===== src/gpc_pkg.sv =====
// Package with register map, field positions and reset values of the port block
package gpc_pkg;

    // ****************************************
    // Widths
    // ****************************************
    localparam int unsigned PORT_W = 8;
    localparam int unsigned GROUPS = 4;
    localparam int unsigned SRC_W = 32;
    localparam int unsigned ADDR_W = 9;
    localparam int unsigned IDX_W = 7;
    localparam int unsigned DATA_W = 8;

    // ****************************************
    // Register indices (byte address = 4 * index)
    // ****************************************
    localparam logic [6:0] IDX_INPUT_PINS = 7'h00;
    localparam logic [6:0] IDX_DIRECTION = 7'h01;
    localparam logic [6:0] IDX_OUTPUT_DATA = 7'h02;
    localparam logic [6:0] IDX_DIR_SET = 7'h03;
    localparam logic [6:0] IDX_DIR_CLEAR = 7'h04;
    localparam logic [6:0] IDX_OUT_SET = 7'h05;
    localparam logic [6:0] IDX_OUT_CLEAR = 7'h06;
    localparam logic [6:0] IDX_CORE_CONTROL = 7'h07;
    localparam logic [6:0] IDX_CPU_STATUS = 7'h08;
    localparam logic [6:0] IDX_GROUP_CONTROL = 7'h09;
    localparam logic [6:0] IDX_GROUP_FLAGS = 7'h0a;
    localparam logic [6:0] IDX_MASK_GROUP0 = 7'h0b;
    localparam logic [6:0] IDX_MASK_GROUP1 = 7'h0c;
    localparam logic [6:0] IDX_MASK_GROUP2 = 7'h6d;
    localparam logic [6:0] IDX_MASK_GROUP3 = 7'h73;

    // ****************************************
    // Field positions
    // ****************************************
    localparam int unsigned POS_PULLUP_DISABLE = 4;
    localparam int unsigned POS_GLOBAL_IRQ_EN = 7;

    // ****************************************
    // Reset values
    // ****************************************
    localparam logic [7:0] RST_DIRECTION = 8'h00;
    localparam logic [7:0] RST_OUTPUT_DATA = 8'h00;
    localparam logic [7:0] RST_MASK = 8'h00;
    localparam logic [7:0] RST_CORE_CONTROL = 8'h00;
    localparam logic [7:0] RST_CPU_STATUS = 8'h00;
    localparam logic [3:0] RST_GROUP_CONTROL = 4'h0;
    localparam logic [3:0] RST_GROUP_FLAGS = 4'h0;
    localparam logic [31:0] RST_SRC = 32'h0000_0000;
    localparam logic [7:0] RST_PINS = 8'h00;

endpackage


===== src/gpc_port.sv =====
// General purpose 8-bit port with pin-change detection for four groups of eight sources
//
// Our own choice: the strobed register port.
`timescale 1ns/1ps
`default_nettype none

module gpc_port (
    input wire logic clk_sys,
    input wire logic sys_rst,
    input wire logic [8:0] reg_addr,
    input wire logic [7:0] reg_wdata,
    input wire logic reg_wr,
    input wire logic reg_rd,
    output logic [7:0] reg_rdata,
    input wire logic [7:0] pin_in,
    output logic [7:0] pin_out,
    output logic [7:0] pin_oe,
    output logic [7:0] pin_pullup,
    input wire logic [31:0] change_source_pins,
    input wire logic [3:0] vector_entered,
    output logic [3:0] vector_request,
    output logic [3:0] wake_request
);

    // ****************************************
    // Address decode
    // ****************************************
    function automatic logic hit(input logic [8:0] addr, input logic [6:0] idx);
        hit = (addr[1:0] == 2'h0) && (addr[8:2] == idx);
    endfunction

    logic wr_in;
    logic wr_dir;
    logic wr_out;
    logic wr_dir_set;
    logic wr_dir_clr;
    logic wr_out_set;
    logic wr_out_clr;
    logic wr_core;
    logic wr_cpu;
    logic wr_gctl;
    logic wr_flags;
    logic [3:0] wr_mask;

    assign wr_in = reg_wr && hit(reg_addr, gpc_pkg::IDX_INPUT_PINS);
    assign wr_dir = reg_wr && hit(reg_addr, gpc_pkg::IDX_DIRECTION);
    assign wr_out = reg_wr && hit(reg_addr, gpc_pkg::IDX_OUTPUT_DATA);
    assign wr_dir_set = reg_wr && hit(reg_addr, gpc_pkg::IDX_DIR_SET);
    assign wr_dir_clr = reg_wr && hit(reg_addr, gpc_pkg::IDX_DIR_CLEAR);
    assign wr_out_set = reg_wr && hit(reg_addr, gpc_pkg::IDX_OUT_SET);
    assign wr_out_clr = reg_wr && hit(reg_addr, gpc_pkg::IDX_OUT_CLEAR);
    assign wr_core = reg_wr && hit(reg_addr, gpc_pkg::IDX_CORE_CONTROL);
    assign wr_cpu = reg_wr && hit(reg_addr, gpc_pkg::IDX_CPU_STATUS);
    assign wr_gctl = reg_wr && hit(reg_addr, gpc_pkg::IDX_GROUP_CONTROL);
    assign wr_flags = reg_wr && hit(reg_addr, gpc_pkg::IDX_GROUP_FLAGS);
    assign wr_mask[0] = reg_wr && hit(reg_addr, gpc_pkg::IDX_MASK_GROUP0);
    assign wr_mask[1] = reg_wr && hit(reg_addr, gpc_pkg::IDX_MASK_GROUP1);
    assign wr_mask[2] = reg_wr && hit(reg_addr, gpc_pkg::IDX_MASK_GROUP2);
    assign wr_mask[3] = reg_wr && hit(reg_addr, gpc_pkg::IDX_MASK_GROUP3);

    // ****************************************
    // Port configuration registers
    // ****************************************
    logic [7:0] direction_q;
    logic [7:0] direction_d;
    logic [7:0] output_data_q;
    logic [7:0] output_data_d;
    logic [7:0] core_control_q;
    logic [7:0] cpu_status_q;
    logic pud_d;

    // Set and clear aliases touch only the bits written as one
    always_comb begin
        direction_d = direction_q;
        if (wr_dir) begin
            direction_d = reg_wdata;
        end else if (wr_dir_set) begin
            direction_d = direction_q | reg_wdata;
        end else if (wr_dir_clr) begin
            direction_d = direction_q & ~reg_wdata;
        end
    end

    always_comb begin
        output_data_d = output_data_q;
        if (wr_out) begin
            output_data_d = reg_wdata;
        end else if (wr_out_set) begin
            output_data_d = output_data_q | reg_wdata;
        end else if (wr_out_clr) begin
            output_data_d = output_data_q & ~reg_wdata;
        end else if (wr_in) begin
            output_data_d = output_data_q ^ reg_wdata;
        end
    end

    always_comb begin
        pud_d = core_control_q[gpc_pkg::POS_PULLUP_DISABLE];
        if (wr_core) begin
            pud_d = reg_wdata[gpc_pkg::POS_PULLUP_DISABLE];
        end
    end

    always_ff @(posedge clk_sys) begin
        if (sys_rst) begin
            direction_q <= gpc_pkg::RST_DIRECTION;
            output_data_q <= gpc_pkg::RST_OUTPUT_DATA;
        end else begin
            direction_q <= direction_d;
            output_data_q <= output_data_d;
        end
    end

    always_ff @(posedge clk_sys) begin
        if (sys_rst) begin
            core_control_q <= gpc_pkg::RST_CORE_CONTROL;
        end else if (wr_core) begin
            core_control_q <= reg_wdata;
        end
    end

    always_ff @(posedge clk_sys) begin
        if (sys_rst) begin
            cpu_status_q <= gpc_pkg::RST_CPU_STATUS;
        end else if (wr_cpu) begin
            cpu_status_q <= reg_wdata;
        end
    end

    // ****************************************
    // Pin drivers
    // ****************************************
    logic [7:0] oe_q;
    logic [7:0] pull_q;

    // Computed from next values so the pins follow the register without extra lag
    always_ff @(posedge clk_sys) begin
        if (sys_rst) begin
            oe_q <= gpc_pkg::RST_PINS;
            pin_out <= gpc_pkg::RST_PINS;
            pull_q <= gpc_pkg::RST_PINS;
        end else begin
            oe_q <= direction_d;
            pin_out <= output_data_d;
            pull_q <= ~direction_d & output_data_d & {8{~pud_d}};
        end
    end

    // Reset gates the drivers directly, since the clock may be stopped
    assign pin_oe = oe_q & {8{~sys_rst}};
    assign pin_pullup = pull_q & {8{~sys_rst}};

    // ****************************************
    // Input synchronisers
    // ****************************************
    logic [7:0] pin_meta_q;
    logic [7:0] pin_sync_q;

    always_ff @(posedge clk_sys) begin
        if (sys_rst) begin
            pin_meta_q <= gpc_pkg::RST_PINS;
            pin_sync_q <= gpc_pkg::RST_PINS;
        end else begin
            pin_meta_q <= pin_in;
            pin_sync_q <= pin_meta_q;
        end
    end

    logic [31:0] src_meta_q;
    logic [31:0] src_sync_q;
    logic [31:0] src_prev_q;

    always_ff @(posedge clk_sys) begin
        if (sys_rst) begin
            src_meta_q <= gpc_pkg::RST_SRC;
            src_sync_q <= gpc_pkg::RST_SRC;
            src_prev_q <= gpc_pkg::RST_SRC;
        end else begin
            src_meta_q <= change_source_pins;
            src_sync_q <= src_meta_q;
            src_prev_q <= src_sync_q;
        end
    end

    // ****************************************
    // Pin-change groups
    // ****************************************
    logic [3:0] group_enable_q;
    logic [3:0] flags_q;
    logic [31:0] mask_q;
    logic [3:0] grp_hit;
    logic [3:0] grp_raw;
    logic gie;

    assign gie = cpu_status_q[gpc_pkg::POS_GLOBAL_IRQ_EN];

    always_ff @(posedge clk_sys) begin
        if (sys_rst) begin
            group_enable_q <= gpc_pkg::RST_GROUP_CONTROL;
        end else if (wr_gctl) begin
            group_enable_q <= reg_wdata[3:0];
        end
    end

    genvar g;
    generate
        for (g = 0; g < 4; g++) begin : grp
            always_ff @(posedge clk_sys) begin
                if (sys_rst) begin
                    mask_q[g*8 +: 8] <= gpc_pkg::RST_MASK;
                end else if (wr_mask[g]) begin
                    mask_q[g*8 +: 8] <= reg_wdata;
                end
            end

            // Unclocked view of enabled changes for wake-up from sleep
            assign grp_raw[g] = |((change_source_pins[g*8 +: 8] ^ src_sync_q[g*8 +: 8])
                                  & mask_q[g*8 +: 8]);
            assign grp_hit[g] = |((src_sync_q[g*8 +: 8] ^ src_prev_q[g*8 +: 8])
                                  & mask_q[g*8 +: 8]);

            // Set beats either clear in the same cycle
            always_ff @(posedge clk_sys) begin
                if (sys_rst) begin
                    flags_q[g] <= 1'b0;
                end else if (grp_hit[g]) begin
                    flags_q[g] <= 1'b1;
                end else if (vector_entered[g]) begin
                    flags_q[g] <= 1'b0;
                end else if (wr_flags && reg_wdata[g]) begin
                    flags_q[g] <= 1'b0;
                end
            end

            // Each group is qualified by its own enable bit
            always_ff @(posedge clk_sys) begin
                if (sys_rst) begin
                    vector_request[g] <= 1'b0;
                    wake_request[g] <= 1'b0;
                end else begin
                    vector_request[g] <= flags_q[g] && group_enable_q[g] && gie
                                         && !vector_entered[g];
                    wake_request[g] <= grp_raw[g] && group_enable_q[g] && gie;
                end
            end
        end
    endgenerate

    // ****************************************
    // Read path
    // ****************************************
    logic [7:0] rdata_d;

    always_comb begin
        rdata_d = 8'h00;
        if (reg_addr[1:0] == 2'h0) begin
            case (reg_addr[8:2])
                gpc_pkg::IDX_INPUT_PINS: rdata_d = pin_sync_q;
                gpc_pkg::IDX_DIRECTION: rdata_d = direction_q;
                gpc_pkg::IDX_OUTPUT_DATA: rdata_d = output_data_q;
                gpc_pkg::IDX_CORE_CONTROL: rdata_d = core_control_q;
                gpc_pkg::IDX_CPU_STATUS: rdata_d = cpu_status_q;
                gpc_pkg::IDX_GROUP_CONTROL: rdata_d = {4'h0, group_enable_q};
                gpc_pkg::IDX_GROUP_FLAGS: rdata_d = {4'h0, flags_q};
                gpc_pkg::IDX_MASK_GROUP0: rdata_d = mask_q[7:0];
                gpc_pkg::IDX_MASK_GROUP1: rdata_d = mask_q[15:8];
                gpc_pkg::IDX_MASK_GROUP2: rdata_d = mask_q[23:16];
                gpc_pkg::IDX_MASK_GROUP3: rdata_d = mask_q[31:24];
                default: rdata_d = 8'h00;
            endcase
        end
    end

    // Data stands for exactly the cycle after the read strobe
    always_ff @(posedge clk_sys) begin
        if (sys_rst) begin
            reg_rdata <= 8'h00;
        end else if (reg_rd) begin
            reg_rdata <= rdata_d;
        end else begin
            reg_rdata <= 8'h00;
        end
    end

endmodule

`default_nettype wire


===== config.mk =====
export PLATFORM = sky130hd
export DESIGN_NAME = gpc_port
export DESIGN_NICKNAME = d
export VERILOG_FILES = /design/src/gpc_pkg.sv /design/src/gpc_port.sv
export SDC_FILE = /design/constraint.sdc
export NUM_CORES = 1
export LEC_CHECK = 0
export BUFFER_PORTS_ARGS = -buffer_cell sky130_fd_sc_hd__buf_4
export CAP_MARGIN = 10
export CORE_ASPECT_RATIO = 1.2
export CORE_MARGIN = 2
export CORE_UTILIZATION = 35
export DETAILED_ROUTE_END_ITERATION = 8
export MAX_ROUTING_LAYER = met4
export RECOVER_POWER = 25
export SLEW_MARGIN = 20
export SYNTH_ARGS = -nofsm -noshare
export SYNTH_HDL_FRONTEND = slang
export SYNTH_SLANG_ARGS = --single-unit

===== constraint.sdc =====
create_clock -name clk_sys -period 1.85 [get_ports clk_sys]
set_input_delay 0.37 -clock clk_sys [delete_from_list [all_inputs] [get_ports clk_sys]]
set_output_delay 0.37 -clock clk_sys [all_outputs]
set_load 0.1 [all_outputs]

==> results of run 1 <==
==> logic make-up (layout without fill, tap and decap cells) <==
kind of cell    Yosys count  after routing
fa+ha+maj                16             16
flops                   208            208
buf+inv                  74            259
simple gates            310            310
mux                      47             47
compound gates          170            170
xor+xnor                 64             64
==> power by group through the flow <==
stage	Sequential, W	Combinational, W	Clock [W]
final	0.00466	0.000818	0.00453
after global routing	0.00467	0.000881	0.00480
after CTS	0.00466	0.000828	0.00462
after detailed placement	0.00476	0.000826	0
after global placement	0.00476	0.000821	0
after floorplan	0.00475	0.000448	0
==> worst reg2reg max path, cell delays in order, from the launching register on <==
cell and delay [ns]:
dfxtp_2 0.40, inv_1 0.07, ha_1 0.30, o32a_1 0.36
o221ai_1 0.12, a211oi_1 0.12
==> cell type report <==
type / instances / share of cell area
Clock buffer: 30 / 0.05657
Clock inverter: 10 / 0.01050
Inverter: 25 / 0.008286
Multi-Input combinational cell: 607 / 0.3858
Sequential cell: 208 / 0.3686
Tap cell: 325 / 0.03591
Timing Repair Buffer: 194 / 0.1343
==> state kept, by name (all words and copies together) (netlist names) <==
| name | flops |
|---|---|
| core_control_q | 8 |
| pin_sync_q | 8 |
| src_sync_q | 32 |
| wake_request | 4 |
| vector_request | 4 |
| flags_q | 4 |
| pull_q | 8 |
| mask_q | 32 |
| pin_out | 8 |
| oe_q | 8 |
| pin_meta_q | 8 |
| src_meta_q | 32 |
| reg_rdata | 8 |
| group_enable_q | 4 |
| src_prev_q | 32 |
| cpu_status_q | 8 |
==> cell usage in the layout, fill, tap and decap left out, types with 8 or more instances in the layout <==
| cell type | n |
|---|---|
| nor2b_1 | 127 |
| o21ai_0 | 17 |
| buf_4 | 185 |
| nand2_1 | 54 |
| nor2b_4 | 9 |
| dfxtp_2 | 8 |
| a22o_1 | 12 |
| nor2_1 | 52 |
| ha_1 | 16 |
| a221oi_1 | 23 |
| clkbuf_16 | 22 |
| dfxtp_1 | 200 |
| xor2_1 | 64 |
| nand3_1 | 21 |
| a22oi_1 | 26 |
| mux2i_1 | 43 |
| a31oi_1 | 20 |
| inv_1 | 25 |
| a21oi_1 | 33 |
==> metal layers <==
metal  track usage  routed length (um)  vias up  share of wire
met5             -                   0        -              0
met4       0.07183                 921        0          0.037
met3       0.02603                1311       51          0.052
met2        0.3328               12380      229           0.49
met1        0.2346               10570     3278           0.42
li1              -                   -     3439              -
==> timing repair <==
| item | in CTS | in global routing |
|---|---|---|
| endpoints found under the hold margin | 0 | 0 |
| gates resized for setup | 0 | 1 |
| endpoints found under the setup margin | 0 | 1 |
==> worst min path at each step <==
stage / slack, ns / to / depth (start not counted) / start
3_5_place_dp: 0.42 / src_sync_q[11] / 1 / src_meta_q[11]
6_report: 0.04 / vector_request[3] / 2 / vector_entered[3]
3_3_place_gp: 0.42 / src_sync_q[2] / 1 / src_meta_q[2]
4_1_cts: 0.03 / vector_request[2] / 2 / vector_entered[2]
2_1_floorplan: 0.41 / pin_sync_q[0] / 1 / pin_meta_q[0]
5_1_grt: 0.03 / vector_request[3] / 2 / vector_entered[3]
==> through the flow <==
stage	cells	hold slack (ns)	power [W]	area [um2]	util
after detailed placement	1359	0.4220	0.005586	10590	0.4307
after CTS	1399	0.02931	0.01011	11350	0.4615
after floorplan	889	0.4138	0.005198	8871	-
final	1399	0.04071	0.01001	11320	0.4605
after global placement	1359	0.4162	0.005579	10590	0.4307
after global routing	1399	0.02673	0.01035	11320	0.4605
==> flow_summary_export.csv, run 1 <==
group,metric,value,unit
status,outcome,"complete, but fails checks",
setup_path,startpoint_type,"register",
timing,drv_slew,87,
timing,fin_crit,1.804,ns
floorplanning,io_pins,105,
grt,grt_overflow,0,
clock_network,clockBufferDepth,3,
timing,max_freq,0.5542,GHz
grt,grt_max_degree,87,
synth,synth_fa_ha_area_frac,0.02296,
grt,antenna_found_initial,0,
power_and_ir_drop,clkPwrFrac,0.453,
setup_path,cp-startpoint,"oe_q[3]",
power_and_ir_drop,sw_frac_of_total,0.2341,
synth,synth_largest_area_cell,"dfxtp_1",
clock_network,hold_buffers,0,
timing,hold_viol_final,0,
synth,syn_area_per_cell,9.810,um2
timing,rsz0062_at_grt,"false",
synth,synthXorXnorAreaFrac,0.06428,
layout,multiInputGateArea,4369,um2
clock_network,clk_pin_slew,0.06,ns
synth,syn-num-nets,970,
floorplanning,coreArea,24590,um2
setup_path,critical_path_required,1.48,ns
setup_path,criticalPathCategory,"register to output port",
synth,synth.cell_area,8721,um2
placement,place_ws,-0.3672,ns
floorplanning,die_h,176.9,um
power_and_ir_drop,vdd_ir_drop_max,0.0006843,V
synth,synth.area.top_cells,"dfxtp_1 48%, nor2b_1 9.8%, xor2_1 6.4%",
synth,synth_ff_type,"dfxtp_1",
synth,ys_ff_latch,208,
layout,fillers,2388,
detailed_routing,viasPerCell,5.001,
clock_network,cts_tree,"built",
setup_path,rrSetupSlack,0.35,ns
placement,gp_congestion,0.9087,
power_and_ir_drop,power_leakage,4.625,nW
synth,synthArstFlopShare,0,
floorplanning,initial_core_util,0.3546,
synth,synth_edf_count,0,
setup_path,crit_family,"flip-flops",
setup_path,crit_path_max_incr_delay,0.47,ns
timing,fin_ws,0.04566,ns
clock_network,post-cts-setup-buffers,0,
synth,syn_inst,889,
grt,globalRouteTotalUtil,0.1947,
setup_path,cp.depth,2,
timing,setup_viol,0,
synth,synth_commonest_cells,"208 x dfxtp_1, 137 x nor2b_1, 64 x xor2_1",
clock_network,cts_buffers,22,
synth,yosysSeqAreaShare,0.4775,
flow_run,max-cap-violations,1,
clock_network,cts_sinks,208,
synth,ys_types,56,
layout,seq_area,4174,um2
power_and_ir_drop,pwr-share-seq,0.465,
setup_path,r2r_end,"pull_q[7]",
placement,port_buffers,104,
detailed_routing,drc_errors,0,
synth,synth_top_family_by_area,"simple AND/OR/NAND/NOR gates",
power_and_ir_drop,p_per_area,884.0,nW/um2
layout,n_antenna_cell,0,
min_path,hold_class,"input pin to register",
detailed_routing,first_pass_iters,5,
layout,area_growth,29.86,%
setup_path,r2r_start,"pin_out[7]",
setup_path,cp_max_fo,4,
setup_path,critPathBufInv,1,
detailed_routing,postRouteAntennaNets,0,
synth,yosysTopAreaCellShare,0.4775,
setup_path,critPathSlowestCell,"dfxtp_1",
synth,yosysMostFrequentCell,"dfxtp_1",
placement,dp_hpwl,18590,um
timing,worst_pin_slew,1.655,ns
detailed_routing,post_drt_wl_per_cell,18.00,um
power_and_ir_drop,p_int,0.007667,W
detailed_routing,vias,6997,
setup_path,endpoint,"pin_oe[3]",
synth,ys_warn_count,0,
floorplanning,dieArea,26200,um2
setup_path,r2r_cells,5,
status,violations,"capacitance limit, slew limit",
synth,synthSimpleGateAreaFrac,0.2030,
setup_path,worstPathCellList,"nor2b_4, buf_4",
clock_network,h-tree-depth,1,
power_and_ir_drop,power_frac_comb,0.082,
layout,drive_gt1_frac,0.2598,
setup_path,arrival,1.43,ns
floorplanning,row_count,63,
synth,synth_compound_area_frac,0.1405,
setup_path,end_kind,"output port",
layout,fin_nets,1139,
power_and_ir_drop,p_switching,0.002343,W
detailed_routing,finalWirelength,25180,um
clock_network,worst_skew_pair.late_latency,0.51,ns
timing,clock_skew,0.02039,ns
detailed_routing,first_iter_violations,362,
clock_network,cts_root_buf,"clkbuf_16",
synth,synth_mux_area_frac,0.05710,
grt,grt_pass1_wl,38610,um
timing,period_share,0.9753,
floorplanning,die_w,148.1,um
grt,grt_pass1_vias,6898,
timing,tns,0,ns
timing,max_slew_margin,-0.1031,
(Power assumes the default switching activity.)
==> inputs of run 2 (changes only) <==
==> constraint.sdc (replaced) <==
create_clock -name clk_sys -period 1.85 [get_ports clk_sys]
set_input_delay 0.185 -clock clk_sys [delete_from_list [all_inputs] [get_ports clk_sys]]
set_output_delay 0.185 -clock clk_sys [all_outputs]
set_load 0.1 [all_outputs]
==> flow_summary_export.csv, run 2 (same netlist as run 1, synthesis figures left out) <==
group,metric,value,unit
detailed_routing,drc_errors,0,
power_and_ir_drop,clkPwrFrac,0.456,
detailed_routing,viasPerCell,4.980,
floorplanning,dieArea,26200,um2
floorplanning,initial_core_util,0.3546,
grt,grt_overflow,0,
placement,gp_congestion,0.9277,
min_path,holdPathStages,2,
power_and_ir_drop,p_switching,0.002291,W
clock_network,hold_buffers,44,
clock_network,cts_tree,"built",
layout,stdcell_count,1421,
setup_path,startpoint_type,"register",
layout,final_common_cell,"dfxtp_1",
clock_network,clk_pin_slew,0.07,ns
timing,clock_skew,0.01014,ns
power_and_ir_drop,vdd_ir_drop_max,0.0006866,V
floorplanning,coreArea,24590,um2
setup_path,criticalPathCategory,"register to output port",
clock_network,cts_sinks,208,
timing,worst_pin_slew,0.8426,ns
min_path,hold_class,"input pin to register",
flow_run,max-cap-violations,0,
layout,n_antenna_cell,0,
detailed_routing,first_pass_iters,5,
grt,globalRouteTotalUtil,0.1910,
timing,hold_slack,0.01022,ns
layout,fin_nets,1161,
timing,rsz0062_at_grt,"false",
timing,period_share,0.8734,
setup_path,arrival,1.43,ns
power_and_ir_drop,pwr-share-seq,0.463,
clock_network,h-tree-depth,1,
clock_network,post-cts-setup-buffers,0,
clock_network,worst_skew_pair.late_latency,0.50,ns
timing,setup_viol,0,
timing,fin_crit,1.616,ns
clock_network,cts_buffers,22,
setup_path,cp_max_fo,4,
detailed_routing,finalWirelength,24600,um
detailed_routing,first_iter_violations,476,
setup_path,end_kind,"output port",
layout,seq_area,4174,um2
layout,drive_gt1_frac,0.2217,
layout,area_growth,31.82,%
power_and_ir_drop,power_leakage,4.663,nW
placement,dp_hpwl,17680,um
detailed_routing,vias,7077,
grt,grt_pass1_wl,38160,um
layout,final_cell_mix,"200 x dfxtp_1, 163 x buf_4, 131 x nor2b_1",
power_and_ir_drop,p_int,0.007777,W
setup_path,r2r_cells,5,
power_and_ir_drop,sw_frac_of_total,0.2276,
placement,placed_area,10300,um2
timing,drv_slew,0,
detailed_routing,postRouteAntennaNets,0,
clock_network,cts_root_buf,"clkbuf_16",
floorplanning,die_w,148.1,um
grt,grt_pass1_vias,6847,
placement,port_buffers,104,
setup_path,critical_path_required,1.66,ns
layout,multiInputGateArea,4269,um2
power_and_ir_drop,power_frac_comb,0.082,
power_and_ir_drop,p_per_area,875.8,nW/um2
layout,final_area,11500,um2
timing,max_slew_margin,0.4321,
floorplanning,io_pins,105,
timing,fin_ws,0.2342,ns
grt,antenna_found_initial,0,
status,outcome,"completed",
timing,max_freq,0.6189,GHz
placement,place_ws,-0.1584,ns
floorplanning,row_count,63,
layout,final_util,0.4674,
timing,hold_viol_final,0,
grt,grt_max_degree,93,
clock_network,clockBufferDepth,3,
placement,post-place-cells,1337,
floorplanning,die_h,176.9,um
layout,fillers,2370,
clock_network,cts_resized,0,
detailed_routing,post_drt_wl_per_cell,17.31,um
run 2: critical path, stage by stage, from the launching register on:
cell and delay [ns]:
dfxtp_1 0.47, nor2b_1 0.17, buf_4 0.30
run 2: stage by stage:
step / TNS [ns] / power (W)
5_1_grt: 0 / 0.01047
3_5_place_dp: -3.721 / 0.005514
3_3_place_gp: -2.863 / 0.005510
4_1_cts: 0 / 0.01020
6_report: 0 / 0.01007
2_1_floorplan: -2.705 / 0.005175
run 2: power by group through the flow:
stage / Combinational [W] / Sequential (W) / Clock, W
after floorplan: 0.000427 / 0.00475 / 0
after global placement: 0.000753 / 0.00476 / 0
after detailed placement: 0.000755 / 0.00476 / 0
after CTS: 0.000832 / 0.00466 / 0.00471
after global routing: 0.000890 / 0.00467 / 0.00491
final: 0.000821 / 0.00466 / 0.00459
run 2: final timing paths:
kind                                      from        endpoint  slack [ns]
worst min-delay path                   sys_rst         oe_q[3]        0.01
worst min register to register  src_meta_q[24]  src_sync_q[24]        0.43
worst max-delay path                   oe_q[6]       pin_oe[6]        0.23
worst max register to register      pin_out[0]       pull_q[0]        0.33
run 2: area by class of cell:
class / instances / share of cell area
multi-input cells: 607 / 0.3714
flip-flops and latches: 208 / 0.3631
repair buffers: 216 / 0.1557
clock buffers: 29 / 0.05464
well taps: 325 / 0.03537
clock inverters: 11 / 0.01165
inverters: 25 / 0.008163
run 2: metal layers:
metal  share of wire  wire, um  global-route usage
met2            0.50     12330              0.3289
met3           0.051      1246             0.02784
met5               0         0                   -
met1            0.42     10330              0.2303
met4           0.028       688             0.06111
==> inputs of run 3 (changes only) <==
==> constraint.sdc (replaced) <==
create_clock -name clk_sys -period 1.6 [get_ports clk_sys]
set_input_delay 0.16 -clock clk_sys [delete_from_list [all_inputs] [get_ports clk_sys]]
set_output_delay 0.16 -clock clk_sys [all_outputs]
set_load 0.1 [all_outputs]
==> flow_summary_export.csv, run 3 (same netlist as run 1, synthesis figures left out) <==
group,metric,value,unit
timing,fin_crit,1.547,ns
timing,setup_viol,0,
timing,hold_viol_final,0,
floorplanning,die_w,148.1,um
setup_path,rrSetupSlack,0.13,ns
floorplanning,coreArea,24590,um2
detailed_routing,vias,7221,
layout,fillers,2352,
detailed_routing,drc_errors,0,
layout,final_common_cell,"dfxtp_1",
flow_run,max-cap-violations,0,
detailed_routing,viasPerCell,4.977,
timing,tns,0,ns
clock_network,cts_sinks,208,
floorplanning,row_count,63,
grt,grt_max_degree,60,
timing,hold_slack,0.01947,ns
setup_path,arrival,1.39,ns
timing,rsz0062_at_grt,"false",
detailed_routing,first_pass_iters,5,
power_and_ir_drop,power_leakage,4.817,nW
layout,fin_nets,1191,
layout,seq_area,4190,um2
placement,place_ws,-0.3646,ns
power_and_ir_drop,p_per_area,957.1,nW/um2
layout,multiInputGateArea,4370,um2
floorplanning,initial_core_util,0.3546,
setup_path,r2r_end,"pin_out[4]",
clock_network,worst_skew_pair.late_latency,0.51,ns
layout,final_cell_mix,"199 x dfxtp_1, 174 x buf_4, 131 x nor2b_1",
placement,dp_hpwl,18550,um
timing,drv_slew,0,
setup_path,critical_path_required,1.44,ns
layout,n_antenna_cell,0,
setup_path,cp_max_fo,4,
timing,max_freq,0.6464,GHz
floorplanning,dieArea,26200,um2
setup_path,startpoint_type,"register",
status,outcome,"completed",
placement,port_buffers,104,
clock_network,post-cts-setup-buffers,0,
grt,grt_pass1_wl,39230,um
clock_network,cts_tree,"built",
timing,max_slew_margin,0.2509,
detailed_routing,post_drt_wl_per_cell,17.27,um
clock_network,clockBufferDepth,3,
timing,clock_skew,0.02587,ns
layout,final_util,0.4802,
layout,area_growth,35.42,%
timing,period_share,0.9669,
power_and_ir_drop,vdd_ir_drop_max,0.0006585,V
setup_path,endpoint,"pin_oe[6]",
timing,fin_ws,0.05290,ns
detailed_routing,first_iter_violations,405,
placement,placed_area,10660,um2
floorplanning,die_h,176.9,um
setup_path,cp-startpoint,"oe_q[6]",
layout,final_area,11810,um2
clock_network,clk_pin_slew,0.06,ns
grt,antenna_found_initial,0,
floorplanning,io_pins,105,
placement,gp_congestion,0.9593,
setup_path,criticalPathCategory,"register to output port",
clock_network,cts_buffers,22,
setup_path,end_kind,"output port",
grt,grt_overflow,0,
timing,worst_pin_slew,1.124,ns
clock_network,cts_root_buf,"clkbuf_16",
min_path,hold_class,"input pin to register",
grt,globalRouteTotalUtil,0.1957,
detailed_routing,postRouteAntennaNets,0,
grt,grt_pass1_vias,7029,
layout,drive_gt1_frac,0.2504,
setup_path,r2r_cells,5,
setup_path,r2r_start,"pin_out[4]",
clock_network,h-tree-depth,1,
detailed_routing,finalWirelength,25050,um
run 3: cell count changes in the layout (fill, tap and decap cells not counted), sizes merged:
cell,delta
clkbuf,+12
bufinv,-2
buf,+15
clkinv,+1
dlygate4sd3,+3
clkinvlp,+1
run 3: worst min-delay path by stage:
stage	cells past startpoint	end	slack, ns	from
floorplan	1	vector_request[0]	0.24	vector_entered[0]
global placement	2	vector_request[0]	0.35	vector_entered[0]
detailed placement	2	vector_request[0]	0.35	vector_entered[0]
CTS	3	core_control_q[5]	0.005	reg_wdata[5]
global route	3	core_control_q[5]	0.01	reg_wdata[5]
finish	3	core_control_q[5]	0.02	reg_wdata[5]
run 3: repair_timing:
item | in CTS | in global routing
hold endpoints to repair | 52 | 0
hold buffers | 47 | 0
cloned | 0 | 0
endpoints found under the setup margin | 1 | 1
resized for setup | 2 | 1
run 3: layer usage:
| layer | GRT usage | up-vias | share of wire |
|---|---|---|---|
| met4 | 0.06468 | 0 | 0.032 |
| met2 | 0.3395 | 233 | 0.50 |
| met1 | 0.2362 | 3388 | 0.42 |
| met3 | 0.02371 | 54 | 0.049 |
| li1 | - | 3546 | - |
| met5 | - | - | 0 |
run 3: layout make-up:
type,instances,share of cell area
multi-input combinational,607,0.3701
sequential,208,0.3548
inverter,25,0.007946
tap,325,0.03443
clock inverter,11,0.008581
timing repair buffer,246,0.1736
clock buffer,29,0.05053
run 3: report_power, final:
group          switching, W  internal (W)  total (W)  leakage [nW]
Clock               0.00208       0.00282    0.00489         0.345
Sequential        0.0000762       0.00530    0.00538          1.70
Combinational      0.000549      0.000481    0.00103          2.77
run 3: stage by stage:
stage          total power (W)  instances
5_1_grt                0.01176       1451
2_1_floorplan         0.005992        889
3_3_place_gp          0.006434       1364
3_5_place_dp          0.006440       1364
4_1_cts                0.01144       1451
6_report               0.01130       1451
run 3: critical path: stages, from the launching register on:
cell and delay (ns):
dfxtp_2 0.39, nor2b_1 0.23, buf_6 0.26
